### src/verilog/simoc_pkg.sv
// package for the regulator control register bank
// assumes a single clock domain and an ahb-lite register bus
package simoc_pkg;
  // register indices; the byte address is four times the index
  localparam logic [7:0] IDX_INT_MASK = 8'h11;
  localparam logic [7:0] IDX_RAIL1_TARGET = 8'h29;
  localparam logic [7:0] IDX_RAIL1_CFG = 8'h2a;
  localparam logic [7:0] IDX_IRQ_STATUS = 8'h40;
  localparam logic [7:0] IDX_IRQ_CLEAR = 8'h41;
  localparam logic [7:0] IDX_IRQ_ENABLE = 8'h42;
  // reset values
  localparam logic [7:0] RST_INT_MASK = 8'h00;
  localparam logic [7:0] RST_RAIL1_TARGET = 8'h10;
  localparam logic [7:0] RST_RAIL1_CFG = 8'hcf;
  localparam logic [7:0] RST_IRQ_ENABLE = 8'hff;
  // implemented bits of the mask / flag layout (bit 6 reserved)
  localparam logic [7:0] INT_BITS = 8'hbf;
  // field positions
  localparam int TGT_OFFSET_BIT = 7;
  localparam int CFG_ADE_BIT = 5;
  localparam int CFG_PEAK_CURRENT_LIMIT_SELECT_LSB = 6;
  localparam int EN_FORCE_BIT = 0;
  localparam int EN_UPDLY_LSB = 3;
  localparam int EN_DNDLY_BIT = 2;
  localparam int EN_SEQ_BIT = 1;
  // voltage arithmetic in millivolts
  localparam logic [12:0] MV_BASE = 13'd800;
  localparam logic [12:0] MV_STEP = 13'd25;
  localparam logic [12:0] MV_OFFSET = 13'd1200;
  // delays in ms
  localparam logic [5:0] DLY_STEP_MS = 6'd10;
  localparam logic [5:0] DLY_TOTAL_MS = 6'd30;
  // ahb encodings
  localparam logic [1:0] HTRANS_NONSEQ = 2'b10;
  localparam logic [2:0] HSIZE_WORD = 3'b010;
endpackage : simoc_pkg

### src/verilog/simoc_irq_if.sv
// interface between the register bank and its interrupt unit
// assumes one clock, used inside the design only
`timescale 1ns/1ps
interface simoc_irq_if;
  logic [7:0] flags;
  logic [7:0] mask;
  logic [7:0] enable;
  logic [7:0] clear;
  logic [7:0] status;
  logic irq;
  modport bank (output flags, mask, enable, clear, input status, irq);
  modport unit (input flags, mask, enable, clear, output status, irq);
endinterface : simoc_irq_if

### src/verilog/simoc_regs.sv
// control register bank: interrupt mask, rail 1 target and configuration
// assumes ahb-lite single master, word transfers, synchronous events
`timescale 1ns/1ps
module simoc_regs
  import simoc_pkg::*;
(
  // clocking
  input wire logic clk,
  input wire logic srst,
  input wire logic ce,
  // ahb-lite slave
  input wire logic hsel,
  input wire logic [31:0] haddr,
  input wire logic [1:0] htrans,
  input wire logic hwrite,
  input wire logic [2:0] hsize,
  input wire logic [31:0] hwdata,
  input wire logic hready,
  output logic [31:0] hrdata,
  output logic hreadyout,
  output logic hresp,
  // interrupt events (bit order of the mask register)
  input wire logic [7:0] irq_event,
  output logic irq,
  // rail 1 controls
  output logic [12:0] rail1_target_mv,
  output logic [1:0] peak_current_limit_select,
  output logic active_discharge_enable,
  output logic rail1_force_on,
  output logic [5:0] rail1_powerup_delay_ms,
  output logic [5:0] rail1_powerdown_delay_ms,
  output logic rail1_in_sequencer
);
  import simoc_pkg::*;

  simoc_irq_if irq_bus ();

  logic [7:0] int_mask_q;
  logic [7:0] rail1_target_q;
  logic [7:0] rail1_cfg_q;
  logic [7:0] irq_enable_q;
  logic [7:0] irq_clear_q;
  logic wr_pend_q;
  logic [7:0] wr_idx_q;
  logic [31:0] hrdata_q;
  logic [7:0] rd_idx;
  logic addr_ok;
  logic [7:0] wbyte;
  logic [4:0] en_field;
  logic [12:0] target_d;
  logic [5:0] up_d;

  // address phase decode: word transfers only, index is haddr[9:2]
  assign addr_ok = hsel && hready && (htrans == HTRANS_NONSEQ)
    && (hsize == HSIZE_WORD) && (haddr[1:0] == 2'b00)
    && (haddr[31:10] == 22'h0);
  assign rd_idx = haddr[9:2];
  assign wbyte = hwdata[7:0];

  // the slave never stalls and never errors
  assign hreadyout = 1'b1;
  assign hresp = 1'b0;
  assign hrdata = hrdata_q;

  // capture write address, data follows in the next cycle
  always_ff @(posedge clk)
  begin
    if (srst)
    begin
      wr_pend_q <= 1'b0;
      wr_idx_q <= 8'h00;
    end
    else if (ce)
    begin
      wr_pend_q <= addr_ok && hwrite;
      wr_idx_q <= rd_idx;
    end
  end

  // read data registered at the address phase; unmapped reads zero
  always_ff @(posedge clk)
  begin
    if (srst)
      hrdata_q <= 32'h0;
    else if (ce && addr_ok && !hwrite)
    begin
      case (rd_idx)
        IDX_INT_MASK: hrdata_q <= {24'h0, int_mask_q};
        IDX_RAIL1_TARGET: hrdata_q <= {24'h0, rail1_target_q};
        IDX_RAIL1_CFG: hrdata_q <= {24'h0, rail1_cfg_q};
        IDX_IRQ_STATUS: hrdata_q <= {24'h0, irq_bus.status};
        IDX_IRQ_ENABLE: hrdata_q <= {24'h0, irq_enable_q};
        default: hrdata_q <= 32'h0;
      endcase
    end
  end

  // mask register, reserved bit 6 held at zero
  always_ff @(posedge clk)
  begin
    if (srst)
      int_mask_q <= RST_INT_MASK;
    else if (ce && wr_pend_q && wr_idx_q == IDX_INT_MASK)
      int_mask_q <= wbyte & INT_BITS;
  end

  // rail 1 target code
  always_ff @(posedge clk)
  begin
    if (srst)
      rail1_target_q <= RST_RAIL1_TARGET;
    else if (ce && wr_pend_q && wr_idx_q == IDX_RAIL1_TARGET)
      rail1_target_q <= wbyte;
  end

  // rail 1 limit, discharge and enable control
  always_ff @(posedge clk)
  begin
    if (srst)
      rail1_cfg_q <= RST_RAIL1_CFG;
    else if (ce && wr_pend_q && wr_idx_q == IDX_RAIL1_CFG)
      rail1_cfg_q <= wbyte;
  end

  // interrupt enable register
  always_ff @(posedge clk)
  begin
    if (srst)
      irq_enable_q <= RST_IRQ_ENABLE;
    else if (ce && wr_pend_q && wr_idx_q == IDX_IRQ_ENABLE)
      irq_enable_q <= wbyte & INT_BITS;
  end

  // write-one-to-clear strobe, lasts one cycle
  always_ff @(posedge clk)
  begin
    if (srst)
      irq_clear_q <= 8'h00;
    else if (ce)
      irq_clear_q <= (wr_pend_q && wr_idx_q == IDX_IRQ_CLEAR) ?
        (wbyte & INT_BITS) : 8'h00;
  end

  assign irq_bus.flags = irq_event;
  assign irq_bus.mask = int_mask_q;
  assign irq_bus.enable = irq_enable_q;
  assign irq_bus.clear = irq_clear_q;
  assign irq = irq_bus.irq;

  simoc_irq_unit u_irq (
    .clk(clk),
    .srst(srst),
    .ce(ce),
    .irq_io(irq_bus)
  );

  // decoded rail 1 settings
  assign en_field = rail1_cfg_q[4:0];
  always_comb
  begin
    target_d = MV_BASE + MV_STEP * {6'h0, rail1_target_q[6:0]};
    if (rail1_target_q[TGT_OFFSET_BIT])
      target_d = target_d + MV_OFFSET;
    up_d = DLY_STEP_MS * {4'h0, en_field[EN_UPDLY_LSB +: 2]};
  end

  // target in millivolts, registered so the rail never sees a decode glitch
  always_ff @(posedge clk)
  begin
    if (srst)
      rail1_target_mv <= 13'h0;
    else if (ce)
      rail1_target_mv <= target_d;
  end

  chk_target_mv : assert property (@(posedge clk)
    disable iff (srst)
    ce |=> rail1_target_mv == 13'd800 + 13'd25 * $past(rail1_target_q[6:0])
      + ($past(rail1_target_q[7]) ? 13'd1200 : 13'd0))
    else $error("target voltage wrong");

  // current limit code goes to the switch-node driver through one register
  always_ff @(posedge clk)
  begin
    if (srst)
      peak_current_limit_select <= 2'h0;
    else if (ce)
      peak_current_limit_select <= rail1_cfg_q[CFG_PEAK_CURRENT_LIMIT_SELECT_LSB +: 2];
  end

  chk_peak_current_limit_select : assert property (@(posedge clk) disable iff (srst)
    ce |=> peak_current_limit_select == $past(rail1_cfg_q[7:6]))
    else $error("current limit select wrong");

  // discharge resistor switch
  always_ff @(posedge clk)
  begin
    if (srst)
      active_discharge_enable <= 1'b0;
    else if (ce)
      active_discharge_enable <= rail1_cfg_q[CFG_ADE_BIT];
  end

  chk_discharge : assert property (@(posedge clk) disable iff (srst)
    ce |=> active_discharge_enable == $past(rail1_cfg_q[5]))
    else $error("discharge control wrong");

  // forced enable, which overrides the sequencer downstream
  always_ff @(posedge clk)
  begin
    if (srst)
      rail1_force_on <= 1'b0;
    else if (ce)
      rail1_force_on <= en_field[EN_FORCE_BIT];
  end

  chk_force_on : assert property (@(posedge clk) disable iff (srst)
    ce |=> rail1_force_on == $past(rail1_cfg_q[0]))
    else $error("force on wrong");

  // power-up delay in ms
  always_ff @(posedge clk)
  begin
    if (srst)
      rail1_powerup_delay_ms <= 6'h0;
    else if (ce)
      rail1_powerup_delay_ms <= up_d;
  end

  chk_up_delay : assert property (@(posedge clk) disable iff (srst)
    ce |=> rail1_powerup_delay_ms == 6'd10 * $past(rail1_cfg_q[4:3]))
    else $error("power-up delay wrong");

  // power-down delay: with bit 2 set the two delays share one fixed 30 ms total window, otherwise zero
  always_ff @(posedge clk)
  begin
    if (srst)
      rail1_powerdown_delay_ms <= 6'h0;
    else if (ce)
      rail1_powerdown_delay_ms <= en_field[EN_DNDLY_BIT] ?
        (DLY_TOTAL_MS - up_d) : 6'h0;
  end

  chk_down_delay : assert property (@(posedge clk)
    disable iff (srst)
    ce |=> rail1_powerdown_delay_ms == ($past(rail1_cfg_q[2]) ?
      6'd30 - 6'd10 * $past(rail1_cfg_q[4:3]) : 6'd0))
    else $error("power-down delay wrong");

  // sequencer membership
  always_ff @(posedge clk)
  begin
    if (srst)
      rail1_in_sequencer <= 1'b0;
    else if (ce)
      rail1_in_sequencer <= en_field[EN_SEQ_BIT];
  end

  chk_sequencer : assert property (@(posedge clk) disable iff (srst)
    ce |=> rail1_in_sequencer == $past(rail1_cfg_q[1]))
    else $error("sequencer membership wrong");

  // register file checks: stores, read-back, reset and reserved bits
  chk_mask_write : assert property (@(posedge clk)
    disable iff (srst)
    ce && wr_pend_q && wr_idx_q == IDX_INT_MASK
    |=> int_mask_q == ($past(wbyte) & INT_BITS))
    else $error("mask write not stored");
  chk_target_write : assert property (@(posedge clk)
    disable iff (srst)
    ce && wr_pend_q && wr_idx_q == IDX_RAIL1_TARGET
    |=> rail1_target_q == $past(wbyte))
    else $error("target write not stored");
  chk_cfg_write : assert property (@(posedge clk)
    disable iff (srst)
    ce && wr_pend_q && wr_idx_q == IDX_RAIL1_CFG
    |=> rail1_cfg_q == $past(wbyte))
    else $error("config write not stored");
  chk_mask_readback : assert property (@(posedge clk)
    disable iff (srst)
    ce && addr_ok && !hwrite && rd_idx == IDX_INT_MASK
    |=> hrdata == {24'h0, $past(int_mask_q)})
    else $error("mask read data wrong");
  chk_target_reset : assert property (@(posedge clk)
    srst |=> rail1_target_q == 8'h10)
    else $error("target reset value wrong");
  chk_mask_reset : assert property (@(posedge clk)
    srst |=> int_mask_q == 8'h00)
    else $error("mask reset value wrong");
  chk_mask_reserved : assert property (@(posedge clk)
    disable iff (srst)
    (int_mask_q & 8'h40) == 8'h00)
    else $error("reserved mask bit set");
endmodule : simoc_regs

### src/verilog/simoc_irq_unit.sv
// sticky interrupt flags and masked request output
// assumes event inputs are synchronous one-cycle or level pulses
`timescale 1ns/1ps
module simoc_irq_unit
  import simoc_pkg::*;
(
  // clocking
  input wire logic clk,
  input wire logic srst,
  input wire logic ce,
  // bank side
  simoc_irq_if.unit irq_io
);
  logic [7:0] status_q;
  logic [7:0] status_d;
  logic irq_q;

  // one sticky bit per event, set beats clear in the same cycle
  genvar gi;
  generate
    for (gi = 0; gi < 8; gi++)
    begin : g_flag
      always_comb
      begin
        if (irq_io.flags[gi] && INT_BITS[gi])
          status_d[gi] = 1'b1;
        else if (irq_io.clear[gi])
          status_d[gi] = 1'b0;
        else
          status_d[gi] = status_q[gi];
      end
    end
  endgenerate

  // flags latch even when masked
  always_ff @(posedge clk)
  begin
    if (srst)
      status_q <= 8'h00;
    else if (ce)
      status_q <= status_d;
  end

  // request follows unmasked and enabled flags, registered
  always_ff @(posedge clk)
  begin
    if (srst)
      irq_q <= 1'b0;
    else if (ce)
      irq_q <= |(status_q & ~irq_io.mask & irq_io.enable);
  end

  assign irq_io.status = status_q;
  assign irq_io.irq = irq_q;

  chk_masked_no_irq : assert property (@(posedge clk)
    disable iff (srst)
    ce && ((status_q & ~irq_io.mask & irq_io.enable) == 8'h00)
    |=> !irq_q)
    else $error("request raised with no unmasked flag");
  chk_unmasked_irq : assert property (@(posedge clk)
    disable iff (srst)
    ce && ((status_q & ~irq_io.mask & irq_io.enable) != 8'h00)
    |=> irq_q)
    else $error("unmasked flag did not raise request");
  chk_set_wins : assert property (@(posedge clk) disable iff (srst)
    ce && irq_io.flags[0] |=> status_q[0])
    else $error("event lost against clear");
endmodule : simoc_irq_unit

### config.mk
export PLATFORM = sky130hd
export DESIGN_NAME = simoc_regs
export DESIGN_NICKNAME = d
export VERILOG_FILES = /design/src/verilog/simoc_pkg.sv /design/src/verilog/simoc_irq_if.sv /design/src/verilog/simoc_regs.sv /design/src/verilog/simoc_irq_unit.sv
export SDC_FILE = /design/constraint.sdc
export NUM_CORES = 1
export LEC_CHECK = 0
export ABC_AREA = 1
export BUFFER_PORTS_ARGS = -buffer_cell sky130_fd_sc_hd__buf_2
export CAP_MARGIN = 20
export CELL_PAD_IN_SITES_DETAIL_PLACEMENT = 0
export CELL_PAD_IN_SITES_GLOBAL_PLACEMENT = 1
export CORE_MARGIN = 2
export CORE_UTILIZATION = 39
export CTS_CLUSTER_DIAMETER = 150
export DETAILED_ROUTE_END_ITERATION = 6
export PLACE_DENSITY = 0.87
export SETUP_SLACK_MARGIN = 0.2
export SLEW_MARGIN = 15
export SYNTH_ARGS = -nofsm -noshare
export SYNTH_HDL_FRONTEND = slang
export SYNTH_HIERARCHICAL = 1
export SYNTH_SLANG_ARGS = --single-unit
### constraint.sdc
create_clock -name clk -period 5.2 [get_ports clk]
set_input_delay 0.52 -clock clk [delete_from_list [all_inputs] [get_ports clk]]
set_output_delay 0.52 -clock clk [all_outputs]
set_load 0.02 [all_outputs]
==> key figures <==
Status
  – Status: finished, final reports clean

Power
  – Seq pwr share: 47.6%
  – Internal: 1069 uW
  – Design Power: 1442 uW
  – LEAKAGE: 0.002664 uW
  – Peak supply drop: 0.0002421 V
  – P per Cell Area: 263.9 nW/um^2
  – Clock Power Share: 41.6%
  – P_sw: 372.7 uW
  – Combinational power share: 10.7%
  – Switch share: 25.85%

Critical path
  – Worst Setup EP: rail1_target_mv[11]
  – Setup CP Type: register to register
  – Worst reg-to-reg path cell count: 17
  – Most used cell, CP: nand3_1
  – CP max stage delay: 0.46 ns
  – Crit path launch type: register
  – Reg2reg end: rail1_target_mv[11]
  – Reg2Reg Launch Point: rail1_target_q[2]
  – Slowest cell on crit path: fa_1
  – Crit. End Element: register
  – Crit path DAT: 3.57 ns
  – CP max FO: 4
  – Worst-path cell chain: inv_1 -> ha_1 -> inv_1 -> fa_1 -> ha_1 -> ha_1 -> fa_1 -> nand3_1 -> nand3_1 -> nand2_1 -> nand2_1 -> nor2_1 -> nand3_1 -> nand3_1 -> nand2_1 -> o21ai_0 -> inv_1
  – Required @ worst endpoint: 5.43 ns
  – Setup crit start: rail1_target_q[2]
  – Register-to-register setup slack: 1.86 ns

Routing
  – Vias: 4,492
  – Routed WL: 12.39 mm
  – Vias per Instance: 5.099
  – First-pass DRT Iterations: 5
  – Post-route antenna net violation count: 0
  – # DRC: 0
  – Starting DRT DRC Count: 314
  – DR WL/cell: 14.06 um

STA
  – Final setup vio count: 0
  – RSZ-0062 raised after global routing: no
  – Fin. max-slew vios: 0
  – Final Skew: 0.009930 ns
  – Post-Route Setup TNS: 0 ns
  – Final WS setup: 1.865 ns
  – Worst-Margin Slew: 1.084 ns
  – Slew HR: 27.14%
  – Fmax: 299.8 MHz
  – Final hold violations: 0
  – Tcrit/Tclk final: 64.14%
  – Period minus WS final: 3.335 ns

Place
  – Placement Setup Slack: 1.904 ns
  – Routability Congestion: 0.8674
  – DP HPWL: 9.266 mm
  – Buffers on Ports: 92

GRT
  – Largest net degree at the start of global routing: 55
  – Initial antenna violation count: 0
  – Total GRT Usage: 19.26%
  – Vias in the first global route: 4,211
  – Grt ovf: 0
  – Global-route wire length before repair: 19.87 mm

Finish
  – Share of cells above drive strength 1: 18.39%
  – Commonest non-fill, non-tap cells in the layout: 114 x nand2_1, 92 x buf_2, 85 x dfxtp_1
  – Area growth syn-to-layout: 13.88%
  – Diode count: 0
  – Most common cell after layout, fill and taps aside: nand2_1
  – Final nets: 844

Yosys
  – Cell count after synthesis: 655
  – Yosys warning total: 6
  – Post-synthesis sequential area ratio: 35.47%
  – Top post-synthesis cells by area: dfxtp_1 35%, nand2_1 8.9%, ha_1 7.3%
  – Mapped Area: 4797 um^2
  – Synth cell types: 38
  – Share of the synthesized area in the top cell type: 35.47%
  – Largest area contributor in the netlist: dfxtp_1
  – Flops & latches, synth: 85
  – Mapped Avg Cell Area: 7.324 um^2

Worst hold path
  – Hold Path Cell Cnt: 3
  – Worst min-delay path category: input port to register

Run
  – Maxcap violations: 0

Die
  – Initial Util: 39.94%
  – I/O pin total: 148
  – Area of the die: 13,200 um^2
  – Die height: 114.9 um
  – Row count: 40
  – Core region area: 12,010 um^2
  – Chip Width: 114.9 um

Clock tree
  – CTS tree: done
  – Clk slew on worst S/H paths: 0.06 ns
  – Setup repair bufs after CTS: 0
  – CTS buffer count: 9
  – Clk sinks: 85
  – Worst-Skew Late Latency: 0.35 ns
  – H-tree depth: 3
  – Clock Tree Buf Depth: 2
  – Root Buffer: clkbuf_16
  – Post-cts resize count: 0
  – CTS Hold Buffers Added: 0
[layer usage]
layer,global-route usage (%),vias up,routed length (um)
li1,-,2241,-
met4,6.104,0,197
met1,26.36,2053,5877
met2,29.73,180,5315
met3,5.061,18,1000
met5,0,-,0
[registers in the layout, summed over array words and instances, names as in the netlist]
register	cells
peak_current_limit_select	2
u_irq/irq_io.irq	1
wr_idx_q	8
wr_pend_q	1
hrdata	8
u_irq/irq_io.status	7
rail1_in_sequencer	1
int_mask_q	7
rail1_cfg_q	8
rail1_force_on	1
irq_bus.clear	7
rail1_powerup_delay_ms	2
rail1_target_q	8
rail1_powerdown_delay_ms	2
irq_bus.enable	8
active_discharge_enable	1
rail1_target_mv	13
[power by group through the flow]
stage	clock, uW	combinational [uW]	sequential [uW]
final	600	155	687
after global routing	651	171	689
after CTS	619	154	687
after detailed placement	0	154	701
after global placement	0	152	700
after floorplan	0	109	710
[how the worst min path moves through the flow]
stage | startpoint | endpoint | slack [ns]
finish | irq_event[3] | u_irq/irq_io.status[3] | 0.42
global route | irq_event[4] | u_irq/irq_io.status[4] | 0.40
CTS | irq_event[4] | u_irq/irq_io.status[4] | 0.41
detailed placement | irq_bus.enable[6] | irq_bus.enable[6] | 0.44
global placement | irq_bus.enable[6] | irq_bus.enable[6] | 0.43
floorplan | irq_bus.enable[6] | irq_bus.enable[6] | 0.42
[cell usage after synthesis]
master	count
a21boi_0	1
a21oi_1	57
a21oi_2	7
buf_12	1
buf_2	5
buf_4	35
buf_6	1
clkbuf_1	18
conb_1	3
dfxtp_1	85
fa_1	4
ha_1	28
inv_1	72
inv_2	2
nand2_1	114
nand2_2	9
nand3_1	47
nand3_2	1
nand3b_1	2
nand4_1	17
nor2_1	50
nor2_2	2
nor2_4	1
nor3_1	6
nor4_1	1
nor4_2	1
nor4_4	2
o2111ai_1	1
o211ai_1	10
o21ai_0	59
o21bai_1	1
o221ai_1	2
o22ai_1	2
or2_0	1
or2_1	1
or2_4	1
xnor2_1	3
xor2_1	2
[logic make-up after synthesis]
family	after synthesis	share of synthesized area [%]
other	3	0.2347
AND/OR/NAND/NOR	256	24.49
adder cells (fa/ha/maj)	32	8.973
AO/OA/AOI/OAI	140	16.07
flip-flops	85	35.47
XOR/XNOR	5	0.9131
buffers and inverters	134	13.85
[metrics by stage]
stage / utilization (%) / hold slack [ns] / cell area [um^2] / instances
3_3_place_gp: 43.15 / 0.4325 / 5182 / 865
6_report: 45.48 / 0.4179 / 5463 / 881
5_1_grt: 45.48 / 0.4024 / 5463 / 881
2_1_floorplan: - / 0.4196 / 4902 / 683
3_5_place_dp: 43.15 / 0.4427 / 5182 / 865
4_1_cts: 45.48 / 0.4078 / 5463 / 881
[final cells by class]
cell class | instances | area [um^2]
multi-input combinational | 464 | 2536
tap | 147 | 183.9
clock buffer | 13 | 260.3
inverter | 74 | 277.8
timing repair buffer | 95 | 483.0
fill | 1239 | 6549
clock inverter | 3 | 20.02
sequential | 85 | 1702
[critical path: cells and delay by family (launching register included)]
family / cells / cell delay [ns]
adders and majority gates: 5 / 1.74
and+or+nand+nor: 8 / 0.77
DFF: 1 / 0.33
buffers and inverters: 3 / 0.22
AOI/OAI and AO/OA: 1 / 0.18
Note: power is estimated with default switching activity, not from simulation.
